--- src/rtl/adcsq_defs.svh ---
// constants for the converter sequence control block
`ifndef ADCSQ_DEFS_SVH
`define ADCSQ_DEFS_SVH
`define ADCSQ_AW              5
`define ADCSQ_OFF_CTRL1       5'h00
`define ADCSQ_OFF_CTRL2       5'h01
`define ADCSQ_OFF_IRQ_STAT    5'h02
`define ADCSQ_OFF_IRQ_MASK    5'h03
`define ADCSQ_OFF_SCAN_SEL    5'h04
`define ADCSQ_OFF_BUF_BASE    5'h10
`define ADCSQ_CTRL1_WMASK     16'h80E7
`define ADCSQ_CTRL2_WMASK     16'hE43F
`define ADCSQ_RESET16         16'h0000
`define ADCSQ_B_ON            15
`define ADCSQ_B_AUTO          2
`define ADCSQ_B_SAMPLE_ENABLE_BIT          1
`define ADCSQ_B_DONE          0
`define ADCSQ_B_SCAN          10
`define ADCSQ_B_BUFFER_FILL_STATUS          7
`define ADCSQ_B_SPLIT         1
`define ADCSQ_B_ALT           0
`define ADCSQ_TRIG_MANUAL     3'h0
`define ADCSQ_TRIG_PIN        3'h1
`define ADCSQ_TRIG_TIMER      3'h2
`define ADCSQ_IRQ_SEQ         0
`define ADCSQ_IRQ_PIN_ERR     1
`define ADCSQ_SYNC_STAGES     3
`endif

--- src/rtl/adcsq_pkg.sv ---
// types for the converter sequence control block
package adcsq_pkg;
  typedef struct packed {
    logic       track;      // high while the sample-and-hold tracks
    logic       start;      // one-cycle conversion start
    logic       mux_b;      // high when setting b is used
    logic       scan;       // positive input steps through scan list
    logic [3:0] scan_ch;    // current scan channel
    logic [1:0] ref_sel;    // bit1 external minus, bit0 external plus
  } adcsq_core_ctl_t;
  typedef struct packed {
    logic       done;       // one-cycle conversion finished
    logic [9:0] data;       // conversion result
  } adcsq_core_res_t;
  typedef enum logic [1:0] {ADCSQ_IDLE, ADCSQ_TRACK, ADCSQ_CONV} adcsq_state_t;
endpackage

--- src/rtl/adcsq_sync.sv ---
// three-stage pin synchroniser with agreement filter
`timescale 1ns/1ps
`default_nettype none
module adcsq_sync (
  input  wire logic clk,
  input  wire logic rst_n,
  input  wire logic pin,
  output var  logic level
);
  logic [2:0] sh_q;
  logic [2:0] sh_d;
  logic       lvl_q;
  logic       lvl_d;
  // shift, accept once stages two and three agree
  always_comb begin
    sh_d  = {sh_q[1:0], pin};
    lvl_d = (sh_q[1] == sh_q[2]) ? sh_q[2] : lvl_q;
  end
  always_ff @(posedge clk or negedge rst_n) begin
    if (!rst_n) begin
      sh_q  <= 3'h0;
      lvl_q <= 1'b0;
    end else begin
      sh_q  <= sh_d;
      lvl_q <= lvl_d;
    end
  end
  assign level = lvl_q;
endmodule
`default_nettype wire

--- src/rtl/adcsq_rbuf.sv ---
// sixteen-word result buffer, cleared when the module is off
`timescale 1ns/1ps
`default_nettype none
module adcsq_rbuf (
  input  wire logic       clk,
  input  wire logic       rst_n,
  input  wire logic       enable,
  input  wire logic       wr,
  input  wire logic [3:0] wr_idx,
  input  wire logic [9:0] wr_data,
  input  wire logic [3:0] rd_idx,
  output var  logic [9:0] rd_data
);
  logic [9:0] mem_q [16];
  logic [9:0] mem_d [16];
  // off clears every word, else store on write
  always_comb begin
    for (int i = 0; i < 16; i++) begin
      if (!enable) begin
        mem_d[i] = 10'h000;
      end else if (wr && (wr_idx == 4'(i))) begin
        mem_d[i] = wr_data;
      end else begin
        mem_d[i] = mem_q[i];
      end
    end
  end
  always_ff @(posedge clk or negedge rst_n) begin
    if (!rst_n) begin
      for (int i = 0; i < 16; i++) mem_q[i] <= 10'h000;
    end else begin
      for (int i = 0; i < 16; i++) mem_q[i] <= mem_d[i];
    end
  end
  assign rd_data = mem_q[rd_idx];
endmodule
`default_nettype wire

--- src/rtl/adcsq_top.sv ---
// converter sequence control: registers, trigger, sequencing, buffer, interrupt
// Notes on behaviour
// - trigger field: 010 timer compare, 001 pin edge ends sampling; 000 manual, 011 to 111 reserved
// - result buffer contents are lost when the module is switched off
// - reference field: 000 supplies, 001 ext plus, 010 ext minus, 011 both, 1xx supplies
// - scan bit steps setting a positive input through the scan list
// - fill status reads 1 while upper half fills, 0 while lower half fills
// - interrupt rate n raises the interrupt every n+1 sequences
// - split mode uses two alternate eight-word halves, else one sixteen-word buffer
// - alternate bit: first sample setting a, then b and a alternate
// - unimplemented control register bits read as zero
//
// The address-and-strobe port and the placing of the registers are this design's own decisions.
`include "adcsq_defs.svh"
`timescale 1ns/1ps
`default_nettype none
module adcsq_top
  import adcsq_pkg::*;
(
  input  wire logic                  clk,
  input  wire logic                  arst_n,
  input  wire logic [4:0]            addr,
  input  wire logic [15:0]           wdata,
  input  wire logic                  wr_en,
  input  wire logic                  rd_en,
  output var  logic [15:0]           rdata,
  input  wire logic                  timer_three_match,
  input  wire logic                  external_interrupt_pin_zero,
  output var  adcsq_pkg::adcsq_core_ctl_t core_ctl,
  input  wire adcsq_pkg::adcsq_core_res_t core_res,
  output var  logic                  irq
);
  import adcsq_pkg::*;

  // reset release through two flops
  logic [1:0] rst_sh_q;
  logic       rst_n;
  always_ff @(posedge clk or negedge arst_n) begin
    if (!arst_n) begin
      rst_sh_q <= 2'b00;
    end else begin
      rst_sh_q <= {rst_sh_q[0], 1'b1};
    end
  end
  assign rst_n = rst_sh_q[1];

  // pin synchroniser and edge detect
  logic pin_lvl;
  logic pin_prev_q;
  adcsq_sync u_sync (
    .clk   (clk),
    .rst_n (rst_n),
    .pin   (external_interrupt_pin_zero),
    .level (pin_lvl)
  );
  always_ff @(posedge clk or negedge rst_n) begin
    if (!rst_n) begin
      pin_prev_q <= 1'b0;
    end else begin
      pin_prev_q <= pin_lvl;
    end
  end

  // register state
  logic [15:0]    ctrl1_q, ctrl1_d;
  logic [15:0]    ctrl2_q, ctrl2_d;
  logic [1:0]     stat_q, stat_d;
  logic [1:0]     mask_q, mask_d;
  logic [15:0]    scan_q, scan_d;
  adcsq_state_t   st_q, st_d;
  logic [3:0]     seq_cnt_q, seq_cnt_d;
  logic [3:0]     wr_ptr_q, wr_ptr_d;
  logic           buffer_fill_status_q, buffer_fill_status_d;
  logic           alt_b_q, alt_b_d;
  logic [3:0]     scan_ch_q, scan_ch_d;
  logic           start_q, start_d;
  logic [15:0]    rdata_q, rdata_d;
  logic           irq_q, irq_d;
  logic [9:0]     buf_rd;

  logic module_on, auto_start, sample_enable_bit, split_mode, alt_mode, scan_mode;
  logic [2:0] trig_sel;
  logic [2:0] ref_sel;
  logic [3:0] rate;
  logic       w1, w2, trig_hit, seq_end;
  assign module_on  = ctrl1_q[`ADCSQ_B_ON];
  assign auto_start = ctrl1_q[`ADCSQ_B_AUTO];
  assign sample_enable_bit       = ctrl1_q[`ADCSQ_B_SAMPLE_ENABLE_BIT];
  assign trig_sel   = ctrl1_q[7:5];
  assign ref_sel    = ctrl2_q[15:13];
  assign scan_mode  = ctrl2_q[`ADCSQ_B_SCAN];
  assign rate       = ctrl2_q[5:2];
  assign split_mode = ctrl2_q[`ADCSQ_B_SPLIT];
  assign alt_mode   = ctrl2_q[`ADCSQ_B_ALT];
  assign w1 = wr_en && (addr == `ADCSQ_OFF_CTRL1);
  assign w2 = wr_en && (addr == `ADCSQ_OFF_CTRL2);

  // trigger selection; reserved codes never trigger
  always_comb begin
    unique case (trig_sel)
      `ADCSQ_TRIG_TIMER: trig_hit = timer_three_match;
      `ADCSQ_TRIG_PIN:   trig_hit = pin_lvl && !pin_prev_q;
      default:           trig_hit = 1'b0;
    endcase
  end
  assign seq_end = (st_q == ADCSQ_CONV) && core_res.done;

  // control registers, sequencer, buffer pointers
  always_comb begin
    ctrl1_d   = ctrl1_q;
    ctrl2_d   = ctrl2_q;
    st_d      = st_q;
    seq_cnt_d = seq_cnt_q;
    wr_ptr_d  = wr_ptr_q;
    buffer_fill_status_d    = buffer_fill_status_q;
    alt_b_d   = alt_b_q;
    scan_ch_d = scan_ch_q;
    start_d   = 1'b0;
    scan_d    = scan_q;
    stat_d    = stat_q;
    mask_d    = mask_q;
    irq_d     = 1'b0;
    if (w1) begin
      ctrl1_d = wdata & `ADCSQ_CTRL1_WMASK;
    end
    if (w2) begin
      ctrl2_d = (wdata & `ADCSQ_CTRL2_WMASK) | (ctrl2_q & ~`ADCSQ_CTRL2_WMASK);
    end
    if (wr_en && (addr == `ADCSQ_OFF_SCAN_SEL)) scan_d = wdata;
    if (wr_en && (addr == `ADCSQ_OFF_IRQ_MASK)) mask_d = wdata[1:0];
    if (wr_en && (addr == `ADCSQ_OFF_IRQ_STAT)) stat_d = stat_q & ~wdata[1:0];
    // flag the sample bit being set together with a reserved trigger code
    if (w1 && (wdata[7:5] > `ADCSQ_TRIG_TIMER) && wdata[`ADCSQ_B_SAMPLE_ENABLE_BIT]) stat_d[`ADCSQ_IRQ_PIN_ERR] = 1'b1;
    if (!module_on) begin
      st_d      = ADCSQ_IDLE;
      seq_cnt_d = 4'h0;
      wr_ptr_d  = 4'h0;
      buffer_fill_status_d    = 1'b0;
      alt_b_d   = 1'b0;
      scan_ch_d = 4'h0;
    end else begin
      unique case (st_q)
        ADCSQ_IDLE: begin
          if (ctrl1_d[`ADCSQ_B_SAMPLE_ENABLE_BIT]) begin
            st_d = ADCSQ_TRACK;
            ctrl1_d[`ADCSQ_B_DONE] = 1'b0;
          end
        end
        ADCSQ_TRACK: begin
          if (trig_hit) begin
            ctrl1_d[`ADCSQ_B_SAMPLE_ENABLE_BIT] = 1'b0;
          end
          if (!ctrl1_d[`ADCSQ_B_SAMPLE_ENABLE_BIT]) begin
            st_d    = ADCSQ_CONV;
            start_d = 1'b1;
          end
        end
        ADCSQ_CONV: begin
          if (core_res.done) begin
            ctrl1_d[`ADCSQ_B_DONE] = 1'b1;
            // split mode moves to the start of the other half after the last word of the active half
            if (split_mode && wr_ptr_q[2:0] == 3'h7) begin
              wr_ptr_d = {~buffer_fill_status_q, 3'h0};
              buffer_fill_status_d   = ~buffer_fill_status_q;
            end else begin
              wr_ptr_d = wr_ptr_q + 4'h1;
            end
            alt_b_d = alt_mode ? ~alt_b_q : 1'b0;
            if (scan_mode && !alt_b_q) begin
              scan_ch_d = scan_ch_q + 4'h1;
              for (int k = 15; k >= 0; k--) begin
                if (scan_q[k] && 4'(k) > scan_ch_q) scan_ch_d = 4'(k);
              end
              if (scan_ch_d == scan_ch_q + 4'h1 && !scan_q[scan_ch_d]) scan_ch_d = 4'h0;
            end
            if (seq_cnt_q >= rate) begin
              seq_cnt_d = 4'h0;
              stat_d[`ADCSQ_IRQ_SEQ] = 1'b1;
            end else begin
              seq_cnt_d = seq_cnt_q + 4'h1;
            end
            if (auto_start) begin
              ctrl1_d[`ADCSQ_B_SAMPLE_ENABLE_BIT] = 1'b1;
              ctrl1_d[`ADCSQ_B_DONE] = 1'b0;
              st_d = ADCSQ_TRACK;
            end else begin
              st_d = ADCSQ_IDLE;
            end
          end
        end
      endcase
    end
    if (!split_mode) buffer_fill_status_d = 1'b0;
    if (!alt_mode) alt_b_d = 1'b0;
    irq_d = |(stat_d & mask_d);
  end

  // read mux, data one cycle after strobe
  always_comb begin
    rdata_d = 16'h0000;
    if (rd_en) begin
      if (addr == `ADCSQ_OFF_CTRL1) begin
        rdata_d = ctrl1_q;
      end else if (addr == `ADCSQ_OFF_CTRL2) begin
        rdata_d = ctrl2_q;
        rdata_d[`ADCSQ_B_BUFFER_FILL_STATUS] = buffer_fill_status_q;
      end else if (addr == `ADCSQ_OFF_IRQ_STAT) begin
        rdata_d = {14'h0000, stat_q};
      end else if (addr == `ADCSQ_OFF_IRQ_MASK) begin
        rdata_d = {14'h0000, mask_q};
      end else if (addr == `ADCSQ_OFF_SCAN_SEL) begin
        rdata_d = scan_q;
      end else if (addr[4]) begin
        rdata_d = {6'h00, buf_rd};
      end
    end
  end

  adcsq_rbuf u_rbuf (
    .clk     (clk),
    .rst_n   (rst_n),
    .enable  (module_on),
    .wr      (seq_end),
    .wr_idx  (wr_ptr_q),
    .wr_data (core_res.data),
    .rd_idx  (addr[3:0]),
    .rd_data (buf_rd)
  );

  // state registers
  always_ff @(posedge clk or negedge rst_n) begin
    if (!rst_n) begin
      ctrl1_q   <= `ADCSQ_RESET16;
      ctrl2_q   <= `ADCSQ_RESET16;
      stat_q    <= 2'b00;
      mask_q    <= 2'b00;
      scan_q    <= `ADCSQ_RESET16;
      st_q      <= ADCSQ_IDLE;
      seq_cnt_q <= 4'h0;
      wr_ptr_q  <= 4'h0;
      buffer_fill_status_q    <= 1'b0;
      alt_b_q   <= 1'b0;
      scan_ch_q <= 4'h0;
      start_q   <= 1'b0;
      rdata_q   <= 16'h0000;
      irq_q     <= 1'b0;
    end else begin
      ctrl1_q   <= ctrl1_d;
      ctrl2_q   <= ctrl2_d;
      stat_q    <= stat_d;
      mask_q    <= mask_d;
      scan_q    <= scan_d;
      st_q      <= st_d;
      seq_cnt_q <= seq_cnt_d;
      wr_ptr_q  <= wr_ptr_d;
      buffer_fill_status_q    <= buffer_fill_status_d;
      alt_b_q   <= alt_b_d;
      scan_ch_q <= scan_ch_d;
      start_q   <= start_d;
      rdata_q   <= rdata_d;
      irq_q     <= irq_d;
    end
  end

  // core control outputs, registered
  adcsq_core_ctl_t ctl_q, ctl_d;
  always_comb begin
    ctl_d.track   = (st_d == ADCSQ_TRACK);
    ctl_d.start   = start_d;
    ctl_d.mux_b   = alt_b_d;
    ctl_d.scan    = ctrl2_d[`ADCSQ_B_SCAN] && !alt_b_d;
    ctl_d.scan_ch = scan_ch_d;
    // 1xx falls back to supplies
    ctl_d.ref_sel = ctrl2_d[15] ? 2'b00 : ctrl2_d[14:13];
  end
  always_ff @(posedge clk or negedge rst_n) begin
    if (!rst_n) begin
      ctl_q <= '0;
    end else begin
      ctl_q <= ctl_d;
    end
  end
  assign core_ctl = ctl_q;
  assign rdata    = rdata_q;
  assign irq      = irq_q;
endmodule
`default_nettype wire

--- config.mk ---
export PLATFORM = sky130hd
export DESIGN_NAME = adcsq_top
export DESIGN_NICKNAME = d
export VERILOG_FILES = /design/src/rtl/adcsq_pkg.sv /design/src/rtl/adcsq_sync.sv /design/src/rtl/adcsq_rbuf.sv /design/src/rtl/adcsq_top.sv
export VERILOG_INCLUDE_DIRS = /design/src /design/src/rtl
export SDC_FILE = /design/constraint.sdc
export NUM_CORES = 1
export LEC_CHECK = 0
export ABC_AREA = 0
export BUFFER_PORTS_ARGS = -buffer_cell sky130_fd_sc_hd__buf_2
export CAP_MARGIN = 20
export CORE_UTILIZATION = 56
export DETAILED_ROUTE_END_ITERATION = 6
export PLACE_DENSITY = 0.74
export SKIP_CTS_REPAIR_TIMING = 1
export SLEW_MARGIN = 20
export SYNTH_ARGS = -nofsm -noshare
export SYNTH_HDL_FRONTEND = slang
export SYNTH_HIERARCHICAL = 1
export SYNTH_SLANG_ARGS = --single-unit
--- constraint.sdc ---
create_clock -name clk -period 9 [get_ports clk]
set_clock_uncertainty 0.2 [all_clocks]
set_input_delay 1.8 -clock clk [delete_from_list [all_inputs] [get_ports clk]]
set_output_delay 1.8 -clock clk [all_outputs]
set_load 0.01 [all_outputs]
==> results of run 1 <==
-- sequential cells by signal, summed over array words and instances, names as in the netlist, 3 cells and up --
signal,flops
u_sync/sh_q,3
wr_ptr_q,4
ctrl1_q,7
seq_cnt_q,4
scan_q,16
ctrl2_q,10
u_rbuf/mem_q,160
rdata,16
core_ctl,10
-- layer usage --
metal  track usage  up-vias  part of all wire
met3        0.0574      101             0.097
met1         0.429     5338              0.40
met2         0.517      589              0.48
met4         0.111        4             0.028
li1              -     4666                 -
met5             0        -           0.00062
-- where the power goes --
part           total, mW  internal (mW)  switching, mW
logic              0.497          0.195          0.302
registers           1.22           1.14         0.0830
clock network       1.20          0.748          0.455
-- final cells by class --
cell class              instances  area [sq um]  share of cell area
multi-input cells             881          6340               0.443
flip-flops and latches        242          6060               0.423
clock buffers                  36           778              0.0543
repair buffers                 89           518              0.0362
well taps                     285           357              0.0249
clock inverters                11           209              0.0146
inverters                      14          52.6             0.00367
diodes                          1          2.50            0.000175
-- cells by family (layout without fill, tap and decap cells) --
logic type / count (synthesis) / in the layout / synth area share
XOR/XNOR: 7 / 7 / 0.00472
multiplexers: 80 / 80 / 0.107
adder cells (fa/ha/maj): 15 / 15 / 0.0143
flip-flops: 242 / 242 / 0.466
AO/OA/AOI/OAI: 460 / 460 / 0.233
buffers and inverters: 148 / 150 / 0.0490
other: 1 / 2 / 0.000288
AND/OR/NAND/NOR: 318 / 318 / 0.126
-- cells in the final DEF (no fill, tap or decap), drive strengths merged, types with 6 or more instances in the layout --
cell and instances:
inv 12, a21boi 164, and2 12, mux2i 9, a22oi 36, nor2b 16, nand2b 7, nor2 30
ha 14, nand2 45, clkbuf 36, buf 88, mux2 31, clkinv 8, nor3 7, nand3 175
a22o 6, o21ai 181, a21o 7, dfrtp 242, mux4 40, a21oi 16
-- metrics by stage --
step | cells | setup slack, ns | cell area, sq um | hold WS, ns | total power [mW]
floorplan | 1271 | 1.56 | 13000 | 0.131 | 1.57
global placement | 1510 | 4.37 | 13300 | -0.0920 | 1.72
detailed placement | 1510 | 4.30 | 13300 | -0.0913 | 1.73
CTS | 1557 | 4.86 | 14300 | -0.0842 | 2.93
global route | 1559 | 4.59 | 14300 | 0.167 | 3.03
finish | 1559 | 4.84 | 14300 | 0.154 | 2.92
-- worst max-delay path: stages --
cell and delay, ns:
buf_2 0.14, buf_4 0.73, mux4_1 0.65, a22oi_1 0.22, nand2_1 0.09, a222oi_1 0.29
a21oi_1 0.09, a221oi_1 0.26, nor2b_1 0.08
-- worst min path at each step --
stage / from / endpoint
global placement: rst_sh_q[1] / u_sync/level
detailed placement: rst_sh_q[1] / u_sync/sh_q[1]
finish: rst_sh_q[0] / rst_sh_q[1]
floorplan: rst_sh_q[0] / rst_sh_q[1]
global route: rst_sh_q[0] / rst_sh_q[1]
CTS: rst_sh_q[1] / u_sync/sh_q[1]
==> impl_metrics.json, run 1 <==
{
  "status": "finished, final reports clean",
  "cts_made_buffers": 26,
  "place_congestion": 0.922,
  "ios": 65,
  "avgSynthCellArea_sq_um": 10.2,
  "synth.distinct_cells": 72,
  "crit_required_ns": 9.21,
  "tns_ns": 0,
  "clock_path_buffers": 3,
  "report.final.slew_viol_count": 0,
  "core_sq_um": 22700,
  "crit_start": "addr[0]",
  "crit_end": "rdata[0]",
  "nets": 1306,
  "fmax_mhz": 240,
  "p_leak_nw": 6.01,
  "async_flop_share": 1.00,
  "finalCritPeriodShare": 0.463,
  "path_max_fanout": 48,
  "min_period_ns": 4.16,
  "ys_seq_elements": 242,
  "synth.area.top_cells": "dfrtp_1 (47%), a21boi_0 (7.7%), o21ai_0 (6.9%)",
  "cts_tree": "yes",
  "drc_errors": 0,
  "grt_setup_unrepaired": "false",
  "cts_root_buffer": "clkbuf_16",
  "end_kind": "register",
  "syn_nets": 1323,
  "wl_per_cell_um": 23.8,
  "synth_area_sq_um": 13000,
  "synth.cells.most_frequent": "dfrtp_1 (242), o21ai_0 (178), nand3_1 (175)",
  "h-tree-depth": 1,
  "drt-total-wl_um": 37100,
  "grt_pass1_wl_um": 59400,
  "clock-sinks": 242,
  "seq_area_frac_synth": 0.466,
  "via_per_inst": 6.86,
  "syn_inst": 1271,
  "die_area_sq_um": 23800,
  "synthFlopType": "dfrtp_1",
  "yosys.area.top_type": "dfrtp_1",
  "slew_headroom": 0.344,
  "hold_depth": 0,
  "port_buffers": 64,
  "antenna_found_initial": 4,
  "vdd_drop_max_mv": 0.152,
  "drv_cap": 0,
  "tightest_slew_ns": 0.981,
  "fill_cells": 1830,
  "rows": 55,
  "setup_violations": 0,
  "arrival_ns": 4.38,
  "grt_max_degree": 108,
  "initial_utilization": 0.573,
  "yosysMostFrequentCell": "dfrtp_1",
  "r2r_setup_slack_ns": 5.41,
  "criticalPathCategory": "in2reg",
  "finalHoldViolCount": 0,
  "first_pass_iters": 7,
  "r2r-end": "core_ctl[2]",
  "post-route-util": 0.631,
  "grt-ovfl-total": 0,
  "clk_pin_slew_ns": 0.06,
  "clk_latency_ns": 0.56,
  "chipHeight_um": 154,
  "place_hpwl_um": 21100,
  "ant_nets": 0,
  "die_w_um": 154,
  "synth-edff-count": 0,
  "drtIter0Drc": 1066,
  "powerDensity_nw_per_um2": 204,
  "r2r_start": "core_ctl[2]",
  "setup.worst_path.start_class": "input port",
  "ff2ff_path_depth": 9,
  "area_growth_pct": 10.2,
  "yosys_warnings": 6,
  "hp-class": "reg2reg",
  "via_count": 10698,
  "track_usage": 0.317,
  "synth_top_area_share": 0.466,
  "drive_gt1_frac": 0.170,
  "grt_pass1_vias": 10671
}
Power figures use the tool's default switching activity.
==> run 2: changes to the inputs <==
- ABC_AREA: 0 -> 1
- clock period: 9 -> 3.9 ns (I/O delays scaled with it)
==> run 2 against run 1 <==
Routed wire length is 12% lower. Critical path depth increased by 14. Largest power group unchanged. Hold slack worse by 0.019 ns. Area after synthesis down 5.5%. Critical path type is now reg2reg. Sequential power grew to 2.9 times the previous value. Register-to-register slack got worse by 4.2 ns. Global-route usage decreased by 1.5 points.
==> impl_metrics.json, run 2 <==
{
  "status": "finished, final reports clean",
  "max_flop_register": "u_rbuf/mem_q",
  "largest_reg_flops": 160,
  "slew_headroom": 0.288,
  "finalCritPeriodShare": 0.698,
  "grt_pass1_wl_um": 52700,
  "grt_pass1_vias": 9905,
  "setup_violations": 0,
  "wl_per_cell_um": 17.0,
  "pwr-share-seq": 0.413,
  "tns_ns": 0,
  "p_int_mw": 5.47,
  "nets": 1688,
  "place_hpwl_um": 22100,
  "clk_pin_slew_ns": 0.06,
  "synth_area_sq_um": 12300,
  "p_clk_frac": 0.304,
  "pwr-share-comb": 0.283,
  "power.total_mw": 8.48,
  "synth.distinct_cells": 47,
  "report.final.slew_viol_count": 0,
  "end_kind": "register",
  "p_sw_frac": 0.355,
  "criticalPathCategory": "reg2reg",
  "seq_area_frac_synth": 0.493,
  "die_area_sq_um": 22500,
  "p_sw_mw": 3.01,
  "via_count": 10614,
  "fmax_mhz": 368,
  "chipHeight_um": 150,
  "synth_top_area_share": 0.493,
  "min_period_ns": 2.72,
  "drc_errors": 0,
  "die_w_um": 150,
  "clk_latency_ns": 0.55,
  "syn_nets": 1652,
  "area_growth_pct": 11.4,
  "powerDensity_nw_per_um2": 620,
  "avgSynthCellArea_sq_um": 7.68,
  "synthFlopType": "dfrtp_1",
  "path_max_fanout": 10,
  "tightest_slew_ns": 1.07,
  "drt-total-wl_um": 32800,
  "initial_utilization": 0.577,
  "drv_cap": 0,
  "syn_inst": 1600,
  "yosys_warnings": 6,
  "grt_max_degree": 98,
  "antenna_found_initial": 0,
  "drive_gt1_frac": 0.115,
  "h-tree-depth": 1,
  "clock_path_buffers": 3,
  "first_pass_iters": 5,
  "track_usage": 0.302,
  "ios": 65,
  "grt-ovfl-total": 0,
  "cts_made_buffers": 26,
  "port_buffers": 64,
  "clock-sinks": 242,
  "r2r_setup_slack_ns": 1.18,
  "place_congestion": 0.940,
  "placed_cell_area_sq_um": 12800,
  "synth.cells.most_frequent": "nand2_1 (458), dfrtp_1 (242), inv_1 (226)",
  "synth.area.top_cells": "dfrtp_1 (49%), nand2_1 (14%), inv_1 (6.9%)",
  "most-common-layout-cells": "nand2_1 (458), dfrtp_1 (241), inv_1 (226), nand3_1 (162), o21ai_0 (126)",
  "arrival_ns": 2.95,
  "finalInstanceArea_sq_um": 13700,
  "vdd_drop_max_mv": 0.496,
  "finalHoldViolCount": 0,
  "setup.worst_path.start_class": "register",
  "drtIter0Drc": 1150,
  "via_per_inst": 5.49,
  "crit_required_ns": 4.13,
  "synth-edff-count": 0,
  "fill_cells": 1879,
  "async_flop_share": 1.00,
  "cts_tree": "yes",
  "yosys.area.top_type": "dfrtp_1",
  "cts_root_buffer": "clkbuf_16",
  "hp-class": "in2reg",
  "rows": 53,
  "core_sq_um": 21300,
  "grt_setup_unrepaired": "false",
  "ys_seq_elements": 242,
  "ant_nets": 0,
  "fin_hold_ws_ns": 0.135,
  "layout_commonest_cell": "nand2_1",
  "p_leak_nw": 6.96,
  "yosysMostFrequentCell": "nand2_1"
}
[run 2: changes by cell type in the layout (fill, tap and decap cells not counted), moves of 28 or more]
cell,delta
nand2_1,+414
a21boi_1,-31
a22oi_1,-33
nor2_1,+51
a21boi_0,-132
o21ai_0,-52
mux2_2,-31
mux4_2,-28
o21ai_1,+80
inv_1,+214
[run 2: worst max-delay path, stage by stage, from the launching register on]
cell	delay (ns)
dfrtp_1	0.46
inv_1	0.12
ha_1	0.16
inv_2	0.03
nand2_1	0.12
inv_1	0.09
o211ai_1	0.26
nand2_1	0.09
nand2_1	0.06
nand2_1	0.05
nand2_1	0.05
nand2_1	0.05
nand2_1	0.07
nand2_2	0.06
nand2_4	0.10
nand2_8	0.09
nand2_4	0.08
nand2_1	0.05
nand3_1	0.06
nand3_1	0.10
nand3_2	0.07
nand2_2	0.08
nand2_1	0.07
nand2_1	0.04
[run 2: worst paths after layout]
kind	from	to	cells after the start
min	external_interrupt_pin_zero	u_sync/sh_q[0]	1
min in group asynchronous	rst_sh_q[1]	u_rbuf/mem_q[125]	0
max in group asynchronous	rst_sh_q[1]	u_rbuf/mem_q[109]	1
min reg2reg	u_sync/sh_q[0]	u_sync/sh_q[1]	0
max	core_ctl[2]	core_ctl[5]	23
max reg2reg	core_ctl[2]	core_ctl[5]	23
[run 2: metrics by stage]
stage	util	setup slack, ns	instances
CTS	0.642	1.04	1930
global placement	0.598	0.919	1882
floorplan	-	1.26	1600
global route	0.643	0.839	1931
finish	0.643	1.18	1932
detailed placement	0.599	0.849	1882
[run 2: logic make-up (layout without fill, tap and decap cells)]
| group | after synthesis | in the layout | share of synthesized area |
|---|---|---|---|
| and+or+nand+nor | 736 | 736 | 0.254 |
| DFF | 242 | 242 | 0.493 |
| xor gates and xnor gates | 4 | 4 | 0.00285 |
| AOI/OAI and AO/OA | 275 | 275 | 0.123 |
| adders and majority gates | 14 | 14 | 0.0143 |
| other | 1 | 2 | 0.000305 |
| buffers and inverters | 328 | 384 | 0.112 |
[run 2: cell type report]
cell class | instances | area (sq um) | area share
sequential | 242 | 6060 | 0.443
multi-input combinational | 1030 | 4860 | 0.355
inverter | 247 | 941 | 0.0688
clock buffer | 36 | 748 | 0.0547
timing repair buffer | 89 | 561 | 0.0410
tap | 275 | 344 | 0.0251
clock inverter | 12 | 168 | 0.0123
antenna | 1 | 2.50 | 0.000183
[run 2: power groups by stage]
stage / Combinational [mW] / Sequential, mW / Clock (mW)
finish: 2.40 / 3.50 / 2.58
global route: 2.73 / 3.57 / 2.72
CTS: 2.38 / 3.49 / 2.62
global placement: 2.30 / 3.51 / 0
detailed placement: 2.34 / 3.53 / 0
floorplan: 1.74 / 3.47 / 0
[run 2: routing by layer]
metal  global-route usage  share of wire  vias up
met5                    0              0        -
met4               0.0854          0.022        0
met3               0.0558          0.098       48
met2                0.429           0.43      512
met1                0.468           0.45     4938
li1                     -              -     5116
